`src/shared/e1_sa_pkg.sv`:
```
/*
 * Shared constants for the transmit E1 spare-bit data link selector:
 * register indices and byte addresses, field positions, reset values, codes.
 * Assumes a 32-bit AXI4-Lite register bus with one register per aligned word.
 */
package e1_sa_pkg;
    // ************************************************************
    // register map (index, byte address = index * 4)
    // ************************************************************
    localparam int ADDR_W = 12;
    localparam logic [11:0] TSDL_IDX = 12'h10a;
    localparam logic [11:0] DL_SRC_IDX = 12'h109;
    localparam logic [11:0] SRC_SEL_IDX = 12'h130;
    localparam logic [11:0] SA_VALUE_IDX = 12'h131;
    localparam logic [11:0] STATUS_IDX = 12'h132;
    localparam logic [11:0] TSDL_ADDR = {TSDL_IDX[9:0], 2'b00};
    localparam logic [11:0] DL_SRC_ADDR = {DL_SRC_IDX[9:0], 2'b00};
    localparam logic [11:0] SRC_SEL_ADDR = {SRC_SEL_IDX[9:0], 2'b00};
    localparam logic [11:0] SA_VALUE_ADDR = {SA_VALUE_IDX[9:0], 2'b00};
    localparam logic [11:0] STATUS_ADDR = {STATUS_IDX[9:0], 2'b00};
    // ************************************************************
    // fields and reset values
    // ************************************************************
    localparam int SA_LO_BIT = 3;
    localparam int SA_HI_BIT = 7;
    localparam logic [7:0] TSDL_RST = 8'h00;
    localparam logic [1:0] DL_SRC_RST = 2'h0;
    localparam logic [7:0] SRC_SEL_RST = 8'h00;
    localparam logic [7:0] SA_VALUE_RST = 8'hff;
    localparam logic [1:0] DL_CODE_HDLC = 2'h1;
    localparam logic [1:0] RESP_OKAY = 2'h0;
    localparam logic [1:0] RESP_SLVERR = 2'h2;
    // ************************************************************
    // frame timing and buffering
    // ************************************************************
    localparam int BIT_CNT_W = 8;
    localparam logic [7:0] FRAME_LAST_BIT = 8'hff;
    localparam int LINK_FIFO_DEPTH = 8;
    localparam int LINK_FIFO_WIDTH = 1;
endpackage : e1_sa_pkg

```
`src/rtl/e1_tx_sa_bit_datalink_select.sv`:
```
/*
 * Transmit E1 spare-bit (Sa4..Sa8) data link selector with AXI4-Lite registers.
 * Each bit of the outbound stream comes from the serial input, the spare-bit
 * value register, the data link FIFO, or is forced to one.
 * Assumes bit_strobe and frame_sync come from framer timing on aclk;
 * ser_in is a pin and is synchronised here.
 */
// The AXI4-Lite slave port was chosen for this implementation.
`timescale 1ns/1ps

module e1_tx_sa_bit_datalink_select (
    // clock and reset
    input wire logic aclk,
    input wire logic aresetn,
    // axi4-lite write address and data
    input wire logic [e1_sa_pkg::ADDR_W-1:0] awaddr,
    input wire logic [2:0] awprot,
    input wire logic awvalid,
    output logic awready,
    input wire logic [31:0] wdata,
    input wire logic [3:0] wstrb,
    input wire logic wvalid,
    output logic wready,
    // axi4-lite write response
    output logic [1:0] bresp,
    output logic bvalid,
    input wire logic bready,
    // axi4-lite read
    input wire logic [e1_sa_pkg::ADDR_W-1:0] araddr,
    input wire logic [2:0] arprot,
    input wire logic arvalid,
    output logic arready,
    output logic [31:0] rdata,
    output logic [1:0] rresp,
    output logic rvalid,
    input wire logic rready,
    // data link bits from the hdlc side
    input wire logic dl_valid,
    input wire logic [e1_sa_pkg::LINK_FIFO_WIDTH-1:0] dl_data,
    output logic dl_ready,
    // transmit frame timing and serial stream
    input wire logic bit_strobe,
    input wire logic frame_sync,
    input wire logic ser_in,
    output logic tx_out,
    output logic tx_out_valid
);
    import e1_sa_pkg::*;
    // ************************************************************
    // register state
    // ************************************************************
    logic [7:0] tsdl_reg;
    logic [1:0] dl_src_reg;
    logic [7:0] src_sel_reg;
    logic [7:0] sa_value_reg;
    logic [7:0] underrun_reg;

    // ************************************************************
    // axi4-lite write path
    // ************************************************************
    logic aw_have_reg;
    logic w_have_reg;
    logic [ADDR_W-1:0] waddr_reg;
    logic [31:0] wdata_reg;
    logic [3:0] wstrb_reg;
    logic awready_reg;
    logic wready_reg;
    logic bvalid_reg;
    logic [1:0] bresp_reg;

    wire aw_hs = awvalid & awready_reg;
    wire w_hs = wvalid & wready_reg;
    wire do_write = aw_have_reg & w_have_reg & ~bvalid_reg;
    wire aw_have_next = (aw_have_reg | aw_hs) & ~do_write;
    wire w_have_next = (w_have_reg | w_hs) & ~do_write;
    wire bvalid_next = do_write | (bvalid_reg & ~bready);

    wire wr_tsdl = (waddr_reg == TSDL_ADDR);
    wire wr_dl_src = (waddr_reg == DL_SRC_ADDR);
    wire wr_src_sel = (waddr_reg == SRC_SEL_ADDR);
    wire wr_sa_value = (waddr_reg == SA_VALUE_ADDR);
    wire wr_status = (waddr_reg == STATUS_ADDR);
    wire wr_mapped = wr_tsdl | wr_dl_src | wr_src_sel | wr_sa_value | wr_status;
    wire wr_lane0 = do_write & wstrb_reg[0];

    always_ff @(posedge aclk) begin
        if (!aresetn) begin
            aw_have_reg <= 1'b0;
            w_have_reg <= 1'b0;
            waddr_reg <= '0;
            wdata_reg <= 32'h0;
            wstrb_reg <= 4'h0;
            awready_reg <= 1'b0;
            wready_reg <= 1'b0;
            bvalid_reg <= 1'b0;
            bresp_reg <= RESP_OKAY;
        end else begin
            aw_have_reg <= aw_have_next;
            w_have_reg <= w_have_next;
            if (aw_hs) begin
                waddr_reg <= awaddr;
            end
            if (w_hs) begin
                wdata_reg <= wdata;
                wstrb_reg <= wstrb;
            end
            awready_reg <= ~aw_have_next & ~bvalid_next;
            wready_reg <= ~w_have_next & ~bvalid_next;
            bvalid_reg <= bvalid_next;
            if (do_write) begin
                bresp_reg <= wr_mapped ? RESP_OKAY : RESP_SLVERR;
            end
        end
    end

    // only byte lane 0 holds register bits; the status word is read-only
    always_ff @(posedge aclk) begin
        if (!aresetn) begin
            tsdl_reg <= TSDL_RST;
            dl_src_reg <= DL_SRC_RST;
            src_sel_reg <= SRC_SEL_RST;
            sa_value_reg <= SA_VALUE_RST;
        end else begin
            if (wr_lane0 && wr_tsdl) begin
                tsdl_reg <= wdata_reg[7:0];
            end
            if (wr_lane0 && wr_dl_src) begin
                dl_src_reg <= wdata_reg[1:0];
            end
            if (wr_lane0 && wr_src_sel) begin
                src_sel_reg <= wdata_reg[7:0];
            end
            if (wr_lane0 && wr_sa_value) begin
                sa_value_reg <= wdata_reg[7:0];
            end
        end
    end

    // ************************************************************
    // axi4-lite read path
    // ************************************************************
    logic arready_reg;
    logic rvalid_reg;
    logic [31:0] rdata_reg;
    logic [1:0] rresp_reg;
    logic link_waiting;
    logic link_room;

    wire ar_hs = arvalid & arready_reg;
    wire rvalid_next = ar_hs | (rvalid_reg & ~rready);
    wire rd_tsdl = (araddr == TSDL_ADDR);
    wire rd_dl_src = (araddr == DL_SRC_ADDR);
    wire rd_src_sel = (araddr == SRC_SEL_ADDR);
    wire rd_sa_value = (araddr == SA_VALUE_ADDR);
    wire rd_status = (araddr == STATUS_ADDR);
    wire rd_mapped = rd_tsdl | rd_dl_src | rd_src_sel | rd_sa_value | rd_status;
    wire [31:0] status_word = {16'h0, underrun_reg, 6'h0, ~link_room, link_waiting};
    wire [31:0] rd_mux = rd_tsdl ? {24'h0, tsdl_reg} :
                         rd_dl_src ? {30'h0, dl_src_reg} :
                         rd_src_sel ? {24'h0, src_sel_reg} :
                         rd_sa_value ? {24'h0, sa_value_reg} :
                         rd_status ? status_word : 32'h0;

    always_ff @(posedge aclk) begin
        if (!aresetn) begin
            arready_reg <= 1'b0;
            rvalid_reg <= 1'b0;
            rdata_reg <= 32'h0;
            rresp_reg <= RESP_OKAY;
        end else begin
            arready_reg <= ~rvalid_next;
            rvalid_reg <= rvalid_next;
            if (ar_hs) begin
                rdata_reg <= rd_mux;
                rresp_reg <= rd_mapped ? RESP_OKAY : RESP_SLVERR;
            end
        end
    end

    assign awready = awready_reg;
    assign wready = wready_reg;
    assign bvalid = bvalid_reg;
    assign bresp = bresp_reg;
    assign arready = arready_reg;
    assign rvalid = rvalid_reg;
    assign rdata = rdata_reg;
    assign rresp = rresp_reg;

    // ************************************************************
    // data link buffer
    // ************************************************************
    logic [LINK_FIFO_WIDTH-1:0] link_bit;
    logic link_pop;

    link_fifo #(
        .WIDTH(LINK_FIFO_WIDTH),
        .DEPTH(LINK_FIFO_DEPTH)
    ) u_link_fifo (
        .aclk(aclk),
        .aresetn(aresetn),
        .in_valid(dl_valid),
        .in_data(dl_data),
        .in_ready(link_room),
        .out_valid(link_waiting),
        .out_data(link_bit),
        .out_ready(link_pop)
    );
    assign dl_ready = link_room;

    // ************************************************************
    // frame position and spare-bit selection
    // ************************************************************
    logic ser_meta_reg;
    logic ser_sync_reg;
    logic [BIT_CNT_W-1:0] bit_cnt_reg;
    logic nfas_reg;
    logic tx_out_reg;
    logic tx_out_valid_reg;

    // frame_sync marks bit 0 of a FAS frame; frames then alternate
    wire [BIT_CNT_W-1:0] pos = frame_sync ? '0 : bit_cnt_reg;
    wire nfas_now = frame_sync ? 1'b0 : nfas_reg;
    wire [2:0] bit_idx = pos[2:0];
    wire spare_slot = nfas_now & (pos[7:3] == 5'h0) & (bit_idx >= 3'(SA_LO_BIT));
    wire sa_enable = tsdl_reg[bit_idx];
    wire sa_from_reg = src_sel_reg[bit_idx];
    wire link_src_ok = (dl_src_reg == DL_CODE_HDLC);
    wire use_link = spare_slot & ~sa_from_reg & sa_enable & link_src_ok;
    // an empty buffer sends idle ones rather than stalling the line
    wire link_value = link_waiting ? link_bit[0] : 1'b1;
    wire spare_value = sa_from_reg ? sa_value_reg[bit_idx] :
                       ~sa_enable ? 1'b1 :
                       link_src_ok ? link_value : ser_sync_reg;
    wire next_bit = spare_slot ? spare_value : ser_sync_reg;
    wire underrun = bit_strobe & use_link & ~link_waiting;
    assign link_pop = bit_strobe & use_link;

    always_ff @(posedge aclk) begin
        if (!aresetn) begin
            ser_meta_reg <= 1'b1;
            ser_sync_reg <= 1'b1;
            bit_cnt_reg <= '0;
            nfas_reg <= 1'b0;
            tx_out_reg <= 1'b1;
            tx_out_valid_reg <= 1'b0;
            underrun_reg <= 8'h00;
        end else begin
            ser_meta_reg <= ser_in;
            ser_sync_reg <= ser_meta_reg;
            tx_out_valid_reg <= bit_strobe;
            if (bit_strobe) begin
                bit_cnt_reg <= pos + 8'h01;
                nfas_reg <= (pos == FRAME_LAST_BIT) ? ~nfas_now : nfas_now;
                tx_out_reg <= next_bit;
            end
            if (underrun && underrun_reg != 8'hff) begin
                underrun_reg <= underrun_reg + 8'h01;
            end
        end
    end

    assign tx_out = tx_out_reg;
    assign tx_out_valid = tx_out_valid_reg;
endmodule : e1_tx_sa_bit_datalink_select

```
`src/rtl/link_fifo.sv`:
```
/*
 * Small synchronous FIFO holding data link bits before insertion.
 * Assumes one clock, synchronous active-low reset, DEPTH a power of two.
 */
`timescale 1ns/1ps
module link_fifo #(
    parameter int WIDTH = 1,
    parameter int DEPTH = 8
) (
    // clock and reset
    input wire logic aclk,
    input wire logic aresetn,
    // fill side
    input wire logic in_valid,
    input wire logic [WIDTH-1:0] in_data,
    output logic in_ready,
    // drain side
    output logic out_valid,
    output logic [WIDTH-1:0] out_data,
    input wire logic out_ready
);
    localparam int PTR_W = $clog2(DEPTH);
    localparam int CNT_W = $clog2(DEPTH + 1);
    localparam logic [CNT_W-1:0] FULL_CNT = CNT_W'(DEPTH);

    logic [WIDTH-1:0] mem [DEPTH];
    logic [PTR_W-1:0] wr_ptr_reg;
    logic [PTR_W-1:0] rd_ptr_reg;
    logic [CNT_W-1:0] count_reg;
    logic [CNT_W-1:0] count_next;
    logic ready_reg;

    wire push = in_valid & ready_reg;
    wire pop = out_valid & out_ready;

    assign in_ready = ready_reg;
    assign out_valid = (count_reg != '0);
    assign out_data = mem[rd_ptr_reg];
    assign count_next = count_reg + CNT_W'(push) - CNT_W'(pop);

    always_ff @(posedge aclk) begin
        if (push) begin
            mem[wr_ptr_reg] <= in_data;
        end
    end

    always_ff @(posedge aclk) begin
        if (!aresetn) begin
            wr_ptr_reg <= '0;
            rd_ptr_reg <= '0;
            count_reg <= '0;
            ready_reg <= 1'b0;
        end else begin
            wr_ptr_reg <= wr_ptr_reg + PTR_W'(push);
            rd_ptr_reg <= rd_ptr_reg + PTR_W'(pop);
            count_reg <= count_next;
            ready_reg <= (count_next != FULL_CNT);
        end
    end
endmodule : link_fifo

```
`config.mk`:
```
export PLATFORM = sky130hd
export DESIGN_NAME = e1_tx_sa_bit_datalink_select
export DESIGN_NICKNAME = d
export VERILOG_FILES = /design/src/shared/e1_sa_pkg.sv /design/src/rtl/e1_tx_sa_bit_datalink_select.sv /design/src/rtl/link_fifo.sv
export SDC_FILE = /design/constraint.sdc
export NUM_CORES = 1
export LEC_CHECK = 0
export BUFFER_PORTS_ARGS = -buffer_cell sky130_fd_sc_hd__buf_4
export CAP_MARGIN = 20
export CORE_AREA = 2 2 97 99
export DETAILED_ROUTE_END_ITERATION = 8
export DIE_AREA = 0 0 99 101
export PLACE_DENSITY = 0.84
export SLEW_MARGIN = 15
export SYNTH_ARGS = -nofsm -noshare
export SYNTH_HDL_FRONTEND = slang
export SYNTH_SLANG_ARGS = --single-unit
```
`constraint.sdc`:
```
create_clock -name aclk -period 5.5 [get_ports aclk]
set_clock_uncertainty 0.1 [all_clocks]
set_input_delay 0.55 -clock aclk [delete_from_list [all_inputs] [get_ports aclk]]
set_output_delay 0.55 -clock aclk [all_outputs]
set_load 0.02 [all_outputs]
```
# Word level (Yosys, flattened, before mapping)
# Memories as Yosys holds them, arrays and structs flattened. A register that Yosys moved wholly into a read port is not among the register bits.
# Cells that the tools add are included.
[classes]
addsub = 6
order_cmp = 2
n_eq_ne = 14
muxes = 24
n_bitwise = 45
n_reduce_logical = 7
[op_table]
columns = ["cell", "n"]
rows = [
  ["== test 12 x 11 -> 1 bit (second input constant)", 10],
  ["two-way mux 16 bit", 5],
  ["AND 1 bit", 21],
  ["adder 8 x 1 -> 8 bit (second input constant)", 2],
  ["two-way mux 1 bit", 12],
  ["inverter 1 bit", 12],
  ["bitwise OR 1 bit", 12],
  ["binary-select mux 1 bit (select 3 bit)", 3],
  ["== test 8 bit (second input constant)", 1],
  ["two-way mux 8 bit", 1],
  ["!= test 8 bit (second input constant)", 1],
  ["adder 3 x 1 -> 3 bit", 2],
  ["logical AND 1 bit", 5],
  ["zero test 5 bit", 1],
  ["adder 4 x 1 -> 4 bit", 1],
  ["less-than comparator 3 x 4 -> 1 bit (second input constant)", 1],
  ["two-way mux 2 bit", 2],
  ["!= test 4 bit (second input constant)", 1],
  ["nonzero test 4 bit", 1],
  ["subtractor 4 x 1 -> 4 bit", 1],
  [">= comparator 3 x 2 -> 1 bit (second input constant)", 1],
  ["two-way mux 3 bit", 1],
  ["== test 2 x 1 -> 1 bit (second input constant)", 1],
]
[totals]
reg_bits = 122
mem_bits_rw = 8
in_bits = 78
output_inout_bits = 44
elab_cells = 127
n_memories = 1
[memory_table]
columns = ["name", "depth", "word_bits", "read_ports", "rd_ports_with_merged_regs", "wr", "line", "rtl"]
rows = [
  ["u_link_fifo.mem", 8, 1, 1, 1, 1, "link_fifo.sv:26", "logic [WIDTH-1:0] mem [DEPTH];"],
]

# Depth between registers and ports, before layout
# Gate-level depths: netlist of run 1.
[depth]
depth_word = 11
mapped_depth = 18
ltp_nobuf = 17

# Hierarchy
# A second synthesis of run 1 with hierarchy kept.
[hier_totals]
cells_unflattened = 566
hier_area_um2 = 5373.9
[modules_own_cells]
columns = ["mod", "n_inst", "cells_per_inst", "area_each_um2", "seq_area_each_um2"]
rows = [
  ["e1_tx_sa_bit_datalink_select", 1, 484, 4466.8, 1861.8],
  ["link_fifo", 1, 82, 907.1, 460.4],
]

# Worst setup path before layout of run 1
# No wires, ideal clock.
[synth_timing]
path_type = "input to register"
from = "in frame_sync"
to = "reg u_link_fifo.ready_reg, in the netlist u_link_fifo.in_ready"
setup_time_ps = 128
arrival_ps = 3302
t_required_ps = 5272
slack_ps = 1971
path_stages = 18
path_buffers = 1
cell_sequence = "nor2b_1 -> clkbuf_1 -> ha_1 -> inv_1 -> ha_1 -> nor4_1 -> and4b_1 -> and3_1 -> nand3_1 -> nor2_1 -> ha_1 -> inv_1 -> ha_1 -> inv_1 -> fa_1 -> xnor2_1 -> nor4b_1 -> nor2_1"
[synth_between]
elab_chain_cells = 11
word_cells_on_any_way = 18
cone_classes = "add/sub (1); order compare (1); eq/ne (1); mux (6); bitwise (8); reduce/logical (1)"
[synth_lines]
columns = ["item", "line", "rtl"]
rows = [
  ["start, declared", "e1_tx_sa_bit_datalink_select.sv:43", "input wire logic frame_sync,"],
  ["two-way mux 8 bit", "e1_tx_sa_bit_datalink_select.sv:221", "wire [BIT_CNT_W-1:0] pos = frame_sync ? '0 : bit_cnt_reg;"],
  ["binary-select mux 1 bit (select 3 bit) / zero test 5 bit (equally long branches)", "e1_tx_sa_bit_datalink_select.sv:226, e1_tx_sa_bit_datalink_select.sv:224", ""],
  ["two-way mux 1 bit (not written as such) / AND 1 bit (equally long branches)", "e1_tx_sa_bit_datalink_select.sv:226, e1_tx_sa_bit_datalink_select.sv:224", ""],
  ["inverter 1 bit / AND 1 bit (equally long branches)", "e1_tx_sa_bit_datalink_select.sv:228, e1_tx_sa_bit_datalink_select.sv:224", ""],
  ["AND 1 bit", "e1_tx_sa_bit_datalink_select.sv:228", "wire use_link = spare_slot & ~sa_from_reg & sa_enable & link_src_ok;"],
  ["AND 1 bit (*) (2 in a row)", "e1_tx_sa_bit_datalink_select.sv:228", ""],
  ["AND 1 bit (*)", "e1_tx_sa_bit_datalink_select.sv:236", "assign link_pop = bit_strobe & use_link;"],
  ["AND 1 bit (*)", "link_fifo.sv:34", "wire pop = out_valid & out_ready;"],
  ["subtractor 4 x 1 -> 4 bit (*)", "link_fifo.sv:39", "assign count_next = count_reg + CNT_W'(push) - CNT_W'(pop);"],
  ["!= test 4 bit (*)", "link_fifo.sv:57", "ready_reg <= (count_next != FULL_CNT);"],
  ["end signal, assigned", "link_fifo.sv:57", ""],
  ["end, declared", "link_fifo.sv:31", "logic ready_reg;"],
]
# Mark *: on every way between the ends. The rest lies on a longest branch, timed or not. The select of a mux whose other input is x is not followed.
# A chain may end at the register's enable or synchronous reset.

# Worst setup path after layout of run 1
[layout_timing]
from = "reg bit_cnt_reg[0]"
to = "reg u_link_fifo.ready_reg, in the netlist u_link_fifo.in_ready"
[layout_between]
elab_chain_cells = 11
word_cells_on_any_way = 15
cone_classes = "add/sub (1); order compare (1); eq/ne (1); mux (5); bitwise (7)"
[layout_lines]
columns = ["item", "line", "rtl"]
rows = [
  ["start, declared", "e1_tx_sa_bit_datalink_select.sv:215", "logic [BIT_CNT_W-1:0] bit_cnt_reg;"],
  ["start signal, assigned", "e1_tx_sa_bit_datalink_select.sv:252", "bit_cnt_reg <= pos + 8'h01;"],
  ["two-way mux 8 bit (*)", "e1_tx_sa_bit_datalink_select.sv:221", ""],
  ["binary-select mux 1 bit (select 3 bit)", "e1_tx_sa_bit_datalink_select.sv:226", "wire sa_from_reg = src_sel_reg[bit_idx];"],
  ["two-way mux 1 bit (not written as such)", "e1_tx_sa_bit_datalink_select.sv:226", ""],
  ["inverter 1 bit", "e1_tx_sa_bit_datalink_select.sv:228", ""],
  ["AND 1 bit", "e1_tx_sa_bit_datalink_select.sv:228", ""],
  ["AND 1 bit (*) (2 in a row)", "e1_tx_sa_bit_datalink_select.sv:228", ""],
  ["AND 1 bit (*)", "e1_tx_sa_bit_datalink_select.sv:236", ""],
  ["AND 1 bit (*)", "link_fifo.sv:34", ""],
  ["subtractor 4 x 1 -> 4 bit (*)", "link_fifo.sv:39", ""],
  ["!= test 4 bit (*)", "link_fifo.sv:57", ""],
]
# Marked as above.

==> results of run 1 <==
[per-layer routing]
layer / global-route usage, % / share of wire [%]
met5: 0 / 0
met3: 4.85 / 5.7
met4: 7.17 / 1.6
met1: 28.6 / 43
met2: 40.2 / 50
[worst max-delay path by stage]
stage	to	startpoint	cells past startpoint	slack (ps)
5_1_grt	u_link_fifo.in_ready	bit_cnt_reg[0]	17	1200
3_5_place_dp	u_link_fifo.in_ready	frame_sync	18	1390
3_3_place_gp	u_link_fifo.in_ready	frame_sync	18	1460
2_1_floorplan	u_link_fifo.in_ready	frame_sync	18	1970
6_report	u_link_fifo.in_ready	bit_cnt_reg[0]	17	1450
4_1_cts	u_link_fifo.in_ready	bit_cnt_reg[0]	17	1460
[cell families (layout without fill, tap and decap cells)]
kind of cell,after synthesis,after routing,synth area share (%)
flops,112,112,45.7
xor+xnor,9,9,1.55
buf+inv,59,101,5.79
compound gates,94,94,12.3
mux,44,44,9.27
fa+ha+maj,14,14,3.60
other cells,1,18,0.0739
simple gates,224,224,21.7
[stage by stage]
step / setup slack [ps] / util, % / area (um^2) / std cells / total power [mW]
floorplan: 1970 / - / 5140 / 574 / 1.04
global placement: 1460 / 62.1 / 5580 / 712 / 1.10
detailed placement: 1390 / 62.1 / 5580 / 712 / 1.12
CTS: 1460 / 64.5 / 5790 / 727 / 1.61
global route: 1200 / 64.5 / 5790 / 727 / 1.68
finish: 1450 / 64.5 / 5790 / 727 / 1.61
[worst register-to-register path: cells and delay by family (launching register included)]
kind          cells  cell delay [ps]
simple gates      8             1570
fa+ha+maj         5             1210
flops             1              730
xor+xnor          1              170
buf+inv           3              160
[power by group through the flow]
| stage | clock [mW] | combinational, mW | sequential (mW) |
|---|---|---|---|
| 4_1_cts | 0.518 | 0.220 | 0.878 |
| 2_1_floorplan | 0 | 0.145 | 0.898 |
| 5_1_grt | 0.552 | 0.243 | 0.882 |
| 3_5_place_dp | 0 | 0.219 | 0.896 |
| 6_report | 0.513 | 0.219 | 0.878 |
| 3_3_place_gp | 0 | 0.210 | 0.894 |
[cell type report]
type                            instances  share of cell area [%]
Multi-Input combinational cell        403                    43.6
Clock inverter                          5                    1.10
Timing Repair Buffer                   71                    9.21
Clock buffer                           10                    2.57
Sequential cell                       112                    40.1
Tap cell                              111                    2.40
Inverter                               15                   0.973
[cell usage in the layout (no fill, tap or decap), types with 5 or more instances in the layout]
cell,instances
a21oi_1,38
dfxtp_1,104
a22oi_1,8
and2_1,12
nand2_1,75
nand3_1,10
a222oi_1,6
inv_1,14
clkbuf_8,9
nand2b_1,9
mux2i_1,41
edfxtp_1,8
conb_1,18
nor2_1,67
buf_4,71
a211oi_1,9
o21ai_0,6
nor2b_1,6
ha_1,13
xnor2_1,5
nor3_1,5
==> flow_metrics.env, run 1 <==
export IMPL_synth_top_cell_area_share_pct=41.0
export IMPL_powerDensity_mw_per_mm2=278
export IMPL_synth_edf_count=8
export IMPL_min_path_cells=2
export IMPL_ys_warn_count=0
export IMPL_cts_sinks=112
export IMPL_port_buffers=70
export IMPL_cp_data_required_time_ps=5660
export IMPL_maxCapViolCount=0
export IMPL_min_to="ser_meta_reg"
export IMPL_place_gp_congestion=0.864
export IMPL_insertion_delay_ps=370
export IMPL_grt_max_degree=58
export IMPL_period_share_pct=73.6
export IMPL_htree_levels=3
export IMPL_r2r_slack_ps=1450
export IMPL_drt_wl_total_um=11200
export IMPL_setup_tns_ps=0
export IMPL_hold_violations=0
export IMPL_n_fill_cell=727
export IMPL_leakage_nw=2.38
export IMPL_grt_pass1_wl_um=18600
export IMPL_synth_area_leaders="dfxtp_1 (41%), mux2i_1 (8.1%), nand2_1 (5.5%)"
export IMPL_synthCells=557
export IMPL_multiInputGateArea_mm2=0.00252
export IMPL_path_max_fanout=15
export IMPL_post_route_min_period_ps=4050
export IMPL_core_mm2=0.00898
export IMPL_min_from="ser_in"
export IMPL_worst_path_most_repeated_cell="ha_1"
export IMPL_regArea_mm2=0.00232
export IMPL_cts_tree="done"
export IMPL_drtIter0Drc=164
export IMPL_crit_chain="nor2b_1 -> ha_1 -> inv_1 -> ha_1 -> nor4_1 -> and4b_1 -> and3_1 -> nand3_1 -> nor2_1 -> ha_1 -> inv_1 -> ha_1 -> inv_1 -> fa_1 -> xnor2_1 -> nor4b_1 -> nor2_1"
export IMPL_cp_data_arrival_time_ps=4210
export IMPL_critPathKind="register to register"
export IMPL_cp_end_kind="register"
export IMPL_grt_pass1_vias=4030
export IMPL_clkPwrFrac_pct=31.9
export IMPL_via_count=4082
export IMPL_largest_reg_flops=16
export IMPL_antenna_found_initial=0
export IMPL_critical_path_top_delay_family="simple AND/OR/NAND/NOR gates"
export IMPL_synth_area_mm2=0.00508
export IMPL_drc=0
export IMPL_rows=35
export IMPL_cpPeakStageDelay_ps=730
export IMPL_r2r_worst_path_cells=17
export IMPL_synthArstFlopShare_pct=0
export IMPL_clk_pin_slew_ps=110
export IMPL_diodes=0
export IMPL_pin_count=122
export IMPL_sw_frac_of_total_pct=26.4
export IMPL_hpwl_um=8100
export IMPL_area_growth_syn_to_layout_pct=14.0
export IMPL_max_clock_freq_ghz=0.247
export IMPL_synthTopCellsByCount="dfxtp_1 (104), nand2_1 (75), nor2_1 (67), mux2i_1 (41), a21oi_1 (38)"
export IMPL_final_nets=704
export IMPL_ctsHoldBuffers=0
export IMPL_avgSynthCellArea_um2=9.12
export IMPL_combPwrFrac_pct=13.6
export IMPL_critPathBufInv=3
export IMPL_crit_slowest_cell="dfxtp_1"
export IMPL_yosysMostFrequentCell="dfxtp_1"
export IMPL_ys_ff_latch=112
export IMPL_cts_buffers=9
export IMPL_start_util_pct=56.6
export IMPL_via_per_inst=5.61
export IMPL_chipWidth_um=99
export IMPL_r2r_end="u_link_fifo.in_ready"
export IMPL_grt_total_usage_pct=23.0
export IMPL_slew_viol_final=0
export IMPL_worst_pin_slew_ps=677
export IMPL_dr_pass1_iters=5
export IMPL_whs_ps=293
export IMPL_cts_root_buffer="clkbuf_8"
export IMPL_hold_class="primary input to register"
export IMPL_p_int_mw=1.18
export IMPL_grt_overflow=0
export IMPL_die_h_um=101
export IMPL_post_cts_buffers=0
export IMPL_drive_gt1_share_pct=15.6
export IMPL_reg2reg_from="bit_cnt_reg[0]"
export IMPL_synth_cell_types=62
export IMPL_rsz0062_at_grt="false"
export IMPL_wl_per_cell_um=15.3
export IMPL_synth_largest_area_cell="dfxtp_1"
export IMPL_clk_path_buf_depth=2
export IMPL_ir_drop_uv=176
export IMPL_ant_nets=0
export IMPL_start_kind="register"
export IMPL_ys_seq_area_share_pct=45.7
export IMPL_cts_resized=0
export IMPL_die_area_mm2=0.0100
export IMPL_p_seq_share_pct=54.5
export IMPL_p_switching_mw=0.426
export IMPL_relSlewSlack_pct=54.7
export IMPL_synth_ff_type="dfxtp_1"
export IMPL_status="finished clean"
export IMPL_setup_viol=0
Power figures use the tool's default switching activity.
==> inputs of run 2 (changes only) <==
ABC_AREA = 1   (was default)
CORE_AREA = 2 2 108 110   (was 2 2 97 99)
DIE_AREA = 0 0 110 112   (was 0 0 99 101)
PLACE_DENSITY = 0.75   (was 0.84)
clock period = 3.54 ns   (was 5.5 ns; I/O delays follow)
==> flow_metrics.env, run 2 <==
export IMPL_r2r_worst_path_cells=18
export IMPL_critPathKind="register to register"
export IMPL_synth_ff_type="dfxtp_1"
export IMPL_diodes=0
export IMPL_core_mm2=0.0112
export IMPL_worst_pin_slew_ps=696
export IMPL_worst_slack_ps=305
export IMPL_cts_buffers=9
export IMPL_start_util_pct=47.6
export IMPL_synth_area_mm2=0.00532
export IMPL_grt_max_degree=70
export IMPL_grt_overflow=0
export IMPL_die_area_mm2=0.0123
export IMPL_min_from="ser_in"
export IMPL_place_gp_congestion=0.869
export IMPL_ys_warn_count=0
export IMPL_pin_count=122
export IMPL_synth_cell_types=47
export IMPL_period_share_pct=91.4
export IMPL_rows=39
export IMPL_powerDensity_mw_per_mm2=449
export IMPL_yosysMostFrequentCell="nand2_1"
export IMPL_drtIter0Drc=203
export IMPL_max_clock_freq_ghz=0.309
export IMPL_cp_data_arrival_time_ps=3380
export IMPL_cts_root_buffer="clkbuf_16"
export IMPL_via_per_inst=5.04
export IMPL_synthArstFlopShare_pct=0
export IMPL_r2r_slack_ps=310
export IMPL_cts_tree="done"
export IMPL_setup_tns_ps=0
export IMPL_ys_seq_area_share_pct=43.6
export IMPL_drc=0
export IMPL_synth_largest_area_cell="dfxtp_1"
export IMPL_final_cell_mix="nand2_1 (112), dfxtp_1 (104), inv_1 (92)"
export IMPL_clk_path_buf_depth=2
export IMPL_grt_pass1_wl_um=20000
export IMPL_antenna_found_initial=0
export IMPL_chipWidth_um=110
export IMPL_avgSynthCellArea_um2=7.49
export IMPL_path_max_fanout=5
export IMPL_setup_viol=0
export IMPL_die_h_um=112
export IMPL_layout_commonest_cell="nand2_1"
export IMPL_ir_drop_uv=216
export IMPL_rsz0062_at_grt="false"
export IMPL_synth_top_cell_area_share_pct=39.1
export IMPL_drive_gt1_share_pct=16.3
export IMPL_start_kind="register"
export IMPL_synthCells=711
export IMPL_wl_per_cell_um=12.9
export IMPL_htree_levels=3
export IMPL_synth_area_leaders="dfxtp_1 (39%), nand2_1 (7.9%), inv_1 (6.5%)"
export IMPL_min_to="ser_meta_reg"
export IMPL_ant_nets=0
export IMPL_status="finished clean"
export IMPL_maxCapViolCount=0
export IMPL_synthTopCellsByCount="nand2_1 (112), dfxtp_1 (104), inv_1 (92), nor2_1 (92), o21ai_0 (56)"
export IMPL_cp_end_kind="register"
export IMPL_grt_pass1_vias=4541
export IMPL_area_growth_syn_to_layout_pct=17.7
export IMPL_cpPeakStageDelay_ps=490
export IMPL_cp_data_required_time_ps=3680
export IMPL_insertion_delay_ps=350
export IMPL_relSlewSlack_pct=53.5
export IMPL_hpwl_um=8840
export IMPL_reg2reg_from="bit_cnt_reg[0]"
export IMPL_whs_ps=92.7
export IMPL_drt_wl_total_um=11900
export IMPL_r2r_end="u_link_fifo.in_ready"
export IMPL_crit_chain="inv_2 -> nor2_4 -> ha_1 -> inv_1 -> ha_1 -> nor2_1 -> nand3_1 -> nor3_4 -> nand3_2 -> nor2_2 -> ha_1 -> inv_1 -> ha_1 -> inv_1 -> fa_1 -> inv_1 -> o41ai_2 -> inv_1"
export IMPL_leakage_nw=2.80
export IMPL_dr_pass1_iters=5
export IMPL_port_buffers=70
export IMPL_hold_violations=0
export IMPL_largest_reg_flops=16
export IMPL_slew_viol_final=0
export IMPL_crit_slowest_cell="fa_1"
export IMPL_pre_cts_ws_ps=-28.6
export IMPL_synth_edf_count=8
export IMPL_hold_class="primary input to register"
export IMPL_min_path_cells=2
export IMPL_cts_sinks=112
export IMPL_grt_total_usage_pct=20.4
export IMPL_final_nets=871
export IMPL_post_route_min_period_ps=3230
export IMPL_ys_ff_latch=112
export IMPL_via_count=4671
export IMPL_clk_pin_slew_ps=70
export IMPL_worst_path_most_repeated_cell="inv_1"
[run 2: changes by cell type after synthesis, moves of 12 or more]
cell     before  now
a21oi_1      38   53
and2_1       12    0
inv_1        14   92
mux2i_1      41    0
nand2_1      75  112
nand3_1      10   50
nor2_1       67   92
o21ai_0       6   56
[run 2: worst max path at each step]
stage	from	end	slack, ps	cells past startpoint
final	bit_cnt_reg[0]	u_link_fifo.in_ready	310	18
after global routing	bit_cnt_reg[0]	u_link_fifo.in_ready	60	18
after floorplan	bit_cnt_reg[0]	u_link_fifo.in_ready	220	19
after CTS	bit_cnt_reg[0]	u_link_fifo.in_ready	140	18
after detailed placement	frame_sync	u_link_fifo.in_ready	-30	20
after global placement	frame_sync	u_link_fifo.in_ready	110	20
[run 2: worst max-delay path: cells and delay by family (launching register included)]
kind            cells  cell delay (ps)
fa+ha+maj           5             1230
simple gates        6              730
buf+inv             6              380
flops               1              340
compound gates      1              320
[run 2: logic make-up after synthesis]
group           count (synthesis)  share of synthesized area (%)
compound gates                145                           15.1
simple gates                  297                           25.9
xor+xnor                        4                          0.658
buf+inv                       138                           11.2
other cells                     1                         0.0704
flops                         112                           43.6
fa+ha+maj                      14                           3.43
[run 2: area by class of cell]
class / count / area, um^2
Fill cell: 1056 / 4910
Sequential cell: 112 / 2320
Multi-Input combinational cell: 478 / 2480
Tap cell: 143 / 179
Clock buffer: 12 / 268
Timing Repair Buffer: 80 / 601
Clock inverter: 4 / 48.8
Inverter: 98 / 370
[run 2: per-layer routing]
metal  vias up  GRT usage (%)  wire length, um
met2       137           34.1             5780
met4         0           8.52              250
met1      2092           25.5             5270
li1       2421              -                -
met5         -              0                0
met3        21           3.63              638
[run 2: what timing repair did]
item | CTS | global route
endpoints found under the setup margin | 0 | 1
buffers inserted | 0 | 1
hold buffers | 0 | 0
hold endpoints to repair | 0 | 0
resized for setup | 0 | 2
[run 2: power by group]
part           internal (mW)  switching (mW)  total (mW)  leakage (nW)
Sequential              1.33          0.0330        1.36         0.919
Combinational          0.141           0.248       0.388          1.72
Clock                  0.612           0.452        1.06         0.158
[run 2: stage by stage]
| step | utilization, % | cells | area, um^2 | total power, mW |
|---|---|---|---|---|
| 2_1_floorplan | - | 728 | 5390 | 1.66 |
| 3_3_place_gp | 53.1 | 910 | 5930 | 1.76 |
| 3_5_place_dp | 53.1 | 910 | 5930 | 1.78 |
| 4_1_cts | 55.9 | 926 | 6250 | 2.83 |
| 5_1_grt | 56.1 | 927 | 6270 | 2.95 |
| 6_report | 56.1 | 927 | 6270 | 2.82 |
==> inputs of run 3 (changes only) <==
==> constraint.sdc (replaced) <==
create_clock -name aclk -period 3.54 [get_ports aclk]
set_clock_uncertainty 0.1 [all_clocks]
set_input_delay 0.885 -clock aclk [delete_from_list [all_inputs] [get_ports aclk]]
set_output_delay 0.885 -clock aclk [all_outputs]
set_load 0.02 [all_outputs]
==> flow_metrics.env, run 3 (synthesis results as in run 2) <==
export IMPL_hpwl_um=8900
export IMPL_grt_pass1_vias=4638
export IMPL_drtIter0Drc=233
export IMPL_diodes=0
export IMPL_final_nets=883
export IMPL_chipWidth_um=110
export IMPL_wl_per_cell_um=12.9
export IMPL_grt_pass1_wl_um=20400
export IMPL_leakage_nw=2.83
export IMPL_start_util_pct=47.6
export IMPL_dr_pass1_iters=4
export IMPL_setup_tns_ps=0
export IMPL_critPathKind="primary input to register"
export IMPL_grt_overflow=0
export IMPL_met3_length_um=632
export IMPL_topRoutingLayerUsed="met4"
export IMPL_drive_gt1_share_pct=18.8
export IMPL_dp_cells=919
export IMPL_cts_buffers=9
export IMPL_ant_nets=0
export IMPL_clk_path_buf_depth=2
export IMPL_cts_sinks=112
export IMPL_maxCapViolCount=0
export IMPL_status="finished clean"
export IMPL_cp_data_arrival_time_ps=3480
export IMPL_cp_end_kind="register"
export IMPL_clk_pin_slew_ps=70
export IMPL_max_clock_freq_ghz=0.300
export IMPL_grt_total_usage_pct=20.7
export IMPL_pre_cts_ws_ps=-374
export IMPL_grt_max_degree=69
export IMPL_antenna_found_initial=0
export IMPL_rsz0062_at_grt="false"
export IMPL_setup_viol=0
export IMPL_place_gp_congestion=0.877
export IMPL_cts_tree="done"
export IMPL_area_growth_syn_to_layout_pct=20.4
export IMPL_path_max_fanout=3
export IMPL_drt_wl_total_um=12100
export IMPL_ctsHoldBuffers=0
export IMPL_worst_slack_ps=207
export IMPL_wl_met2_um=5880
export IMPL_drc=0
export IMPL_htree_levels=3
export IMPL_post_route_min_period_ps=3330
export IMPL_power_mw=2.76
export IMPL_final_cell_mix="nand2_1 (112), dfxtp_1 (104), buf_4 (91)"
export IMPL_instances_no_fill=939
export IMPL_hold_violations=0
export IMPL_via_per_inst=5.03
export IMPL_largest_reg_flops=16
export IMPL_pin_count=122
export IMPL_port_buffers=70
export IMPL_period_share_pct=94.1
export IMPL_core_mm2=0.0112
export IMPL_cts_root_buffer="clkbuf_16"
export IMPL_relSlewSlack_pct=57.9
export IMPL_cp_data_required_time_ps=3690
export IMPL_rows=39
export IMPL_hold_class="register to register"
export IMPL_die_h_um=112
export IMPL_powerDensity_mw_per_mm2=430
export IMPL_ir_drop_uv=245
export IMPL_die_area_mm2=0.0123
export IMPL_n_fill_cell=1013
export IMPL_via_count=4724
export IMPL_start_kind="primary input"
export IMPL_insertion_delay_ps=360
export IMPL_slew_viol_final=0
export IMPL_wl_met1_um=5400
export IMPL_worst_pin_slew_ps=632
export IMPL_layout_commonest_cell="nand2_1"
-- run 3: where the power goes --
group / internal (mW) / total [mW] / switching [mW]
clock: 0.507 / 0.981 / 0.475
sequential: 1.33 / 1.36 / 0.0326
combinational: 0.154 / 0.412 / 0.258
-- run 3: timing repair --
item	CTS	global route
resized for setup	1	5
setup buffers	2	2
pin swaps	3	8
endpoints found under the setup margin	1	2
-- run 3: final timing paths --
kind	to	slack, ps	startpoint	cells after the start
worst min register to register	ser_sync_reg	320	ser_meta_reg	1
worst max register to register	u_link_fifo.in_ready	430	bit_cnt_reg[0]	18
worst min-delay path	ser_sync_reg	320	ser_meta_reg	1
worst max-delay path	u_link_fifo.in_ready	210	frame_sync	20
-- run 3: final cells by class --
cell class | instances | area [um^2] | area share [%]
clock inverter | 6 | 52.6 | 0.820
multi-input combinational | 478 | 2540 | 39.6
timing repair buffer | 92 | 694 | 10.8
inverter | 98 | 387 | 6.03
clock buffer | 10 | 239 | 3.73
tap | 143 | 179 | 2.79
sequential | 112 | 2320 | 36.2
-- run 3: layer usage --
| metal | up-vias | GRT usage (%) |
|---|---|---|
| met4 | 0 | 7.26 |
| met5 | - | 0 |
| li1 | 2459 | - |
| met3 | 14 | 3.45 |
| met2 | 98 | 35.1 |
| met1 | 2153 | 26.3 |
-- run 3: critical path: stages --
cell and delay [ps]:
buf_6 130, inv_16 60, nand2_8 40, inv_4 60, ha_4 120, inv_2 40, ha_4 150, nor2_4 80
nand3_2 100, nor3_4 150, nand3_2 110, nor2_2 130, ha_1 240, inv_2 70, ha_4 130, inv_2 40
fa_1 500, inv_1 50, o41ai_2 320, inv_1 60
-- run 3: stage by stage --
| stage | util [%] | hold WS (ps) | cell area [um^2] |
|---|---|---|---|
| after floorplan | - | 293 | 5450 |
| after global placement | 54.2 | 302 | 6060 |
| after detailed placement | 54.2 | 305 | 6060 |
| after CTS | 57.0 | 323 | 6370 |
| after global routing | 57.4 | 330 | 6410 |
| final | 57.4 | 318 | 6410 |
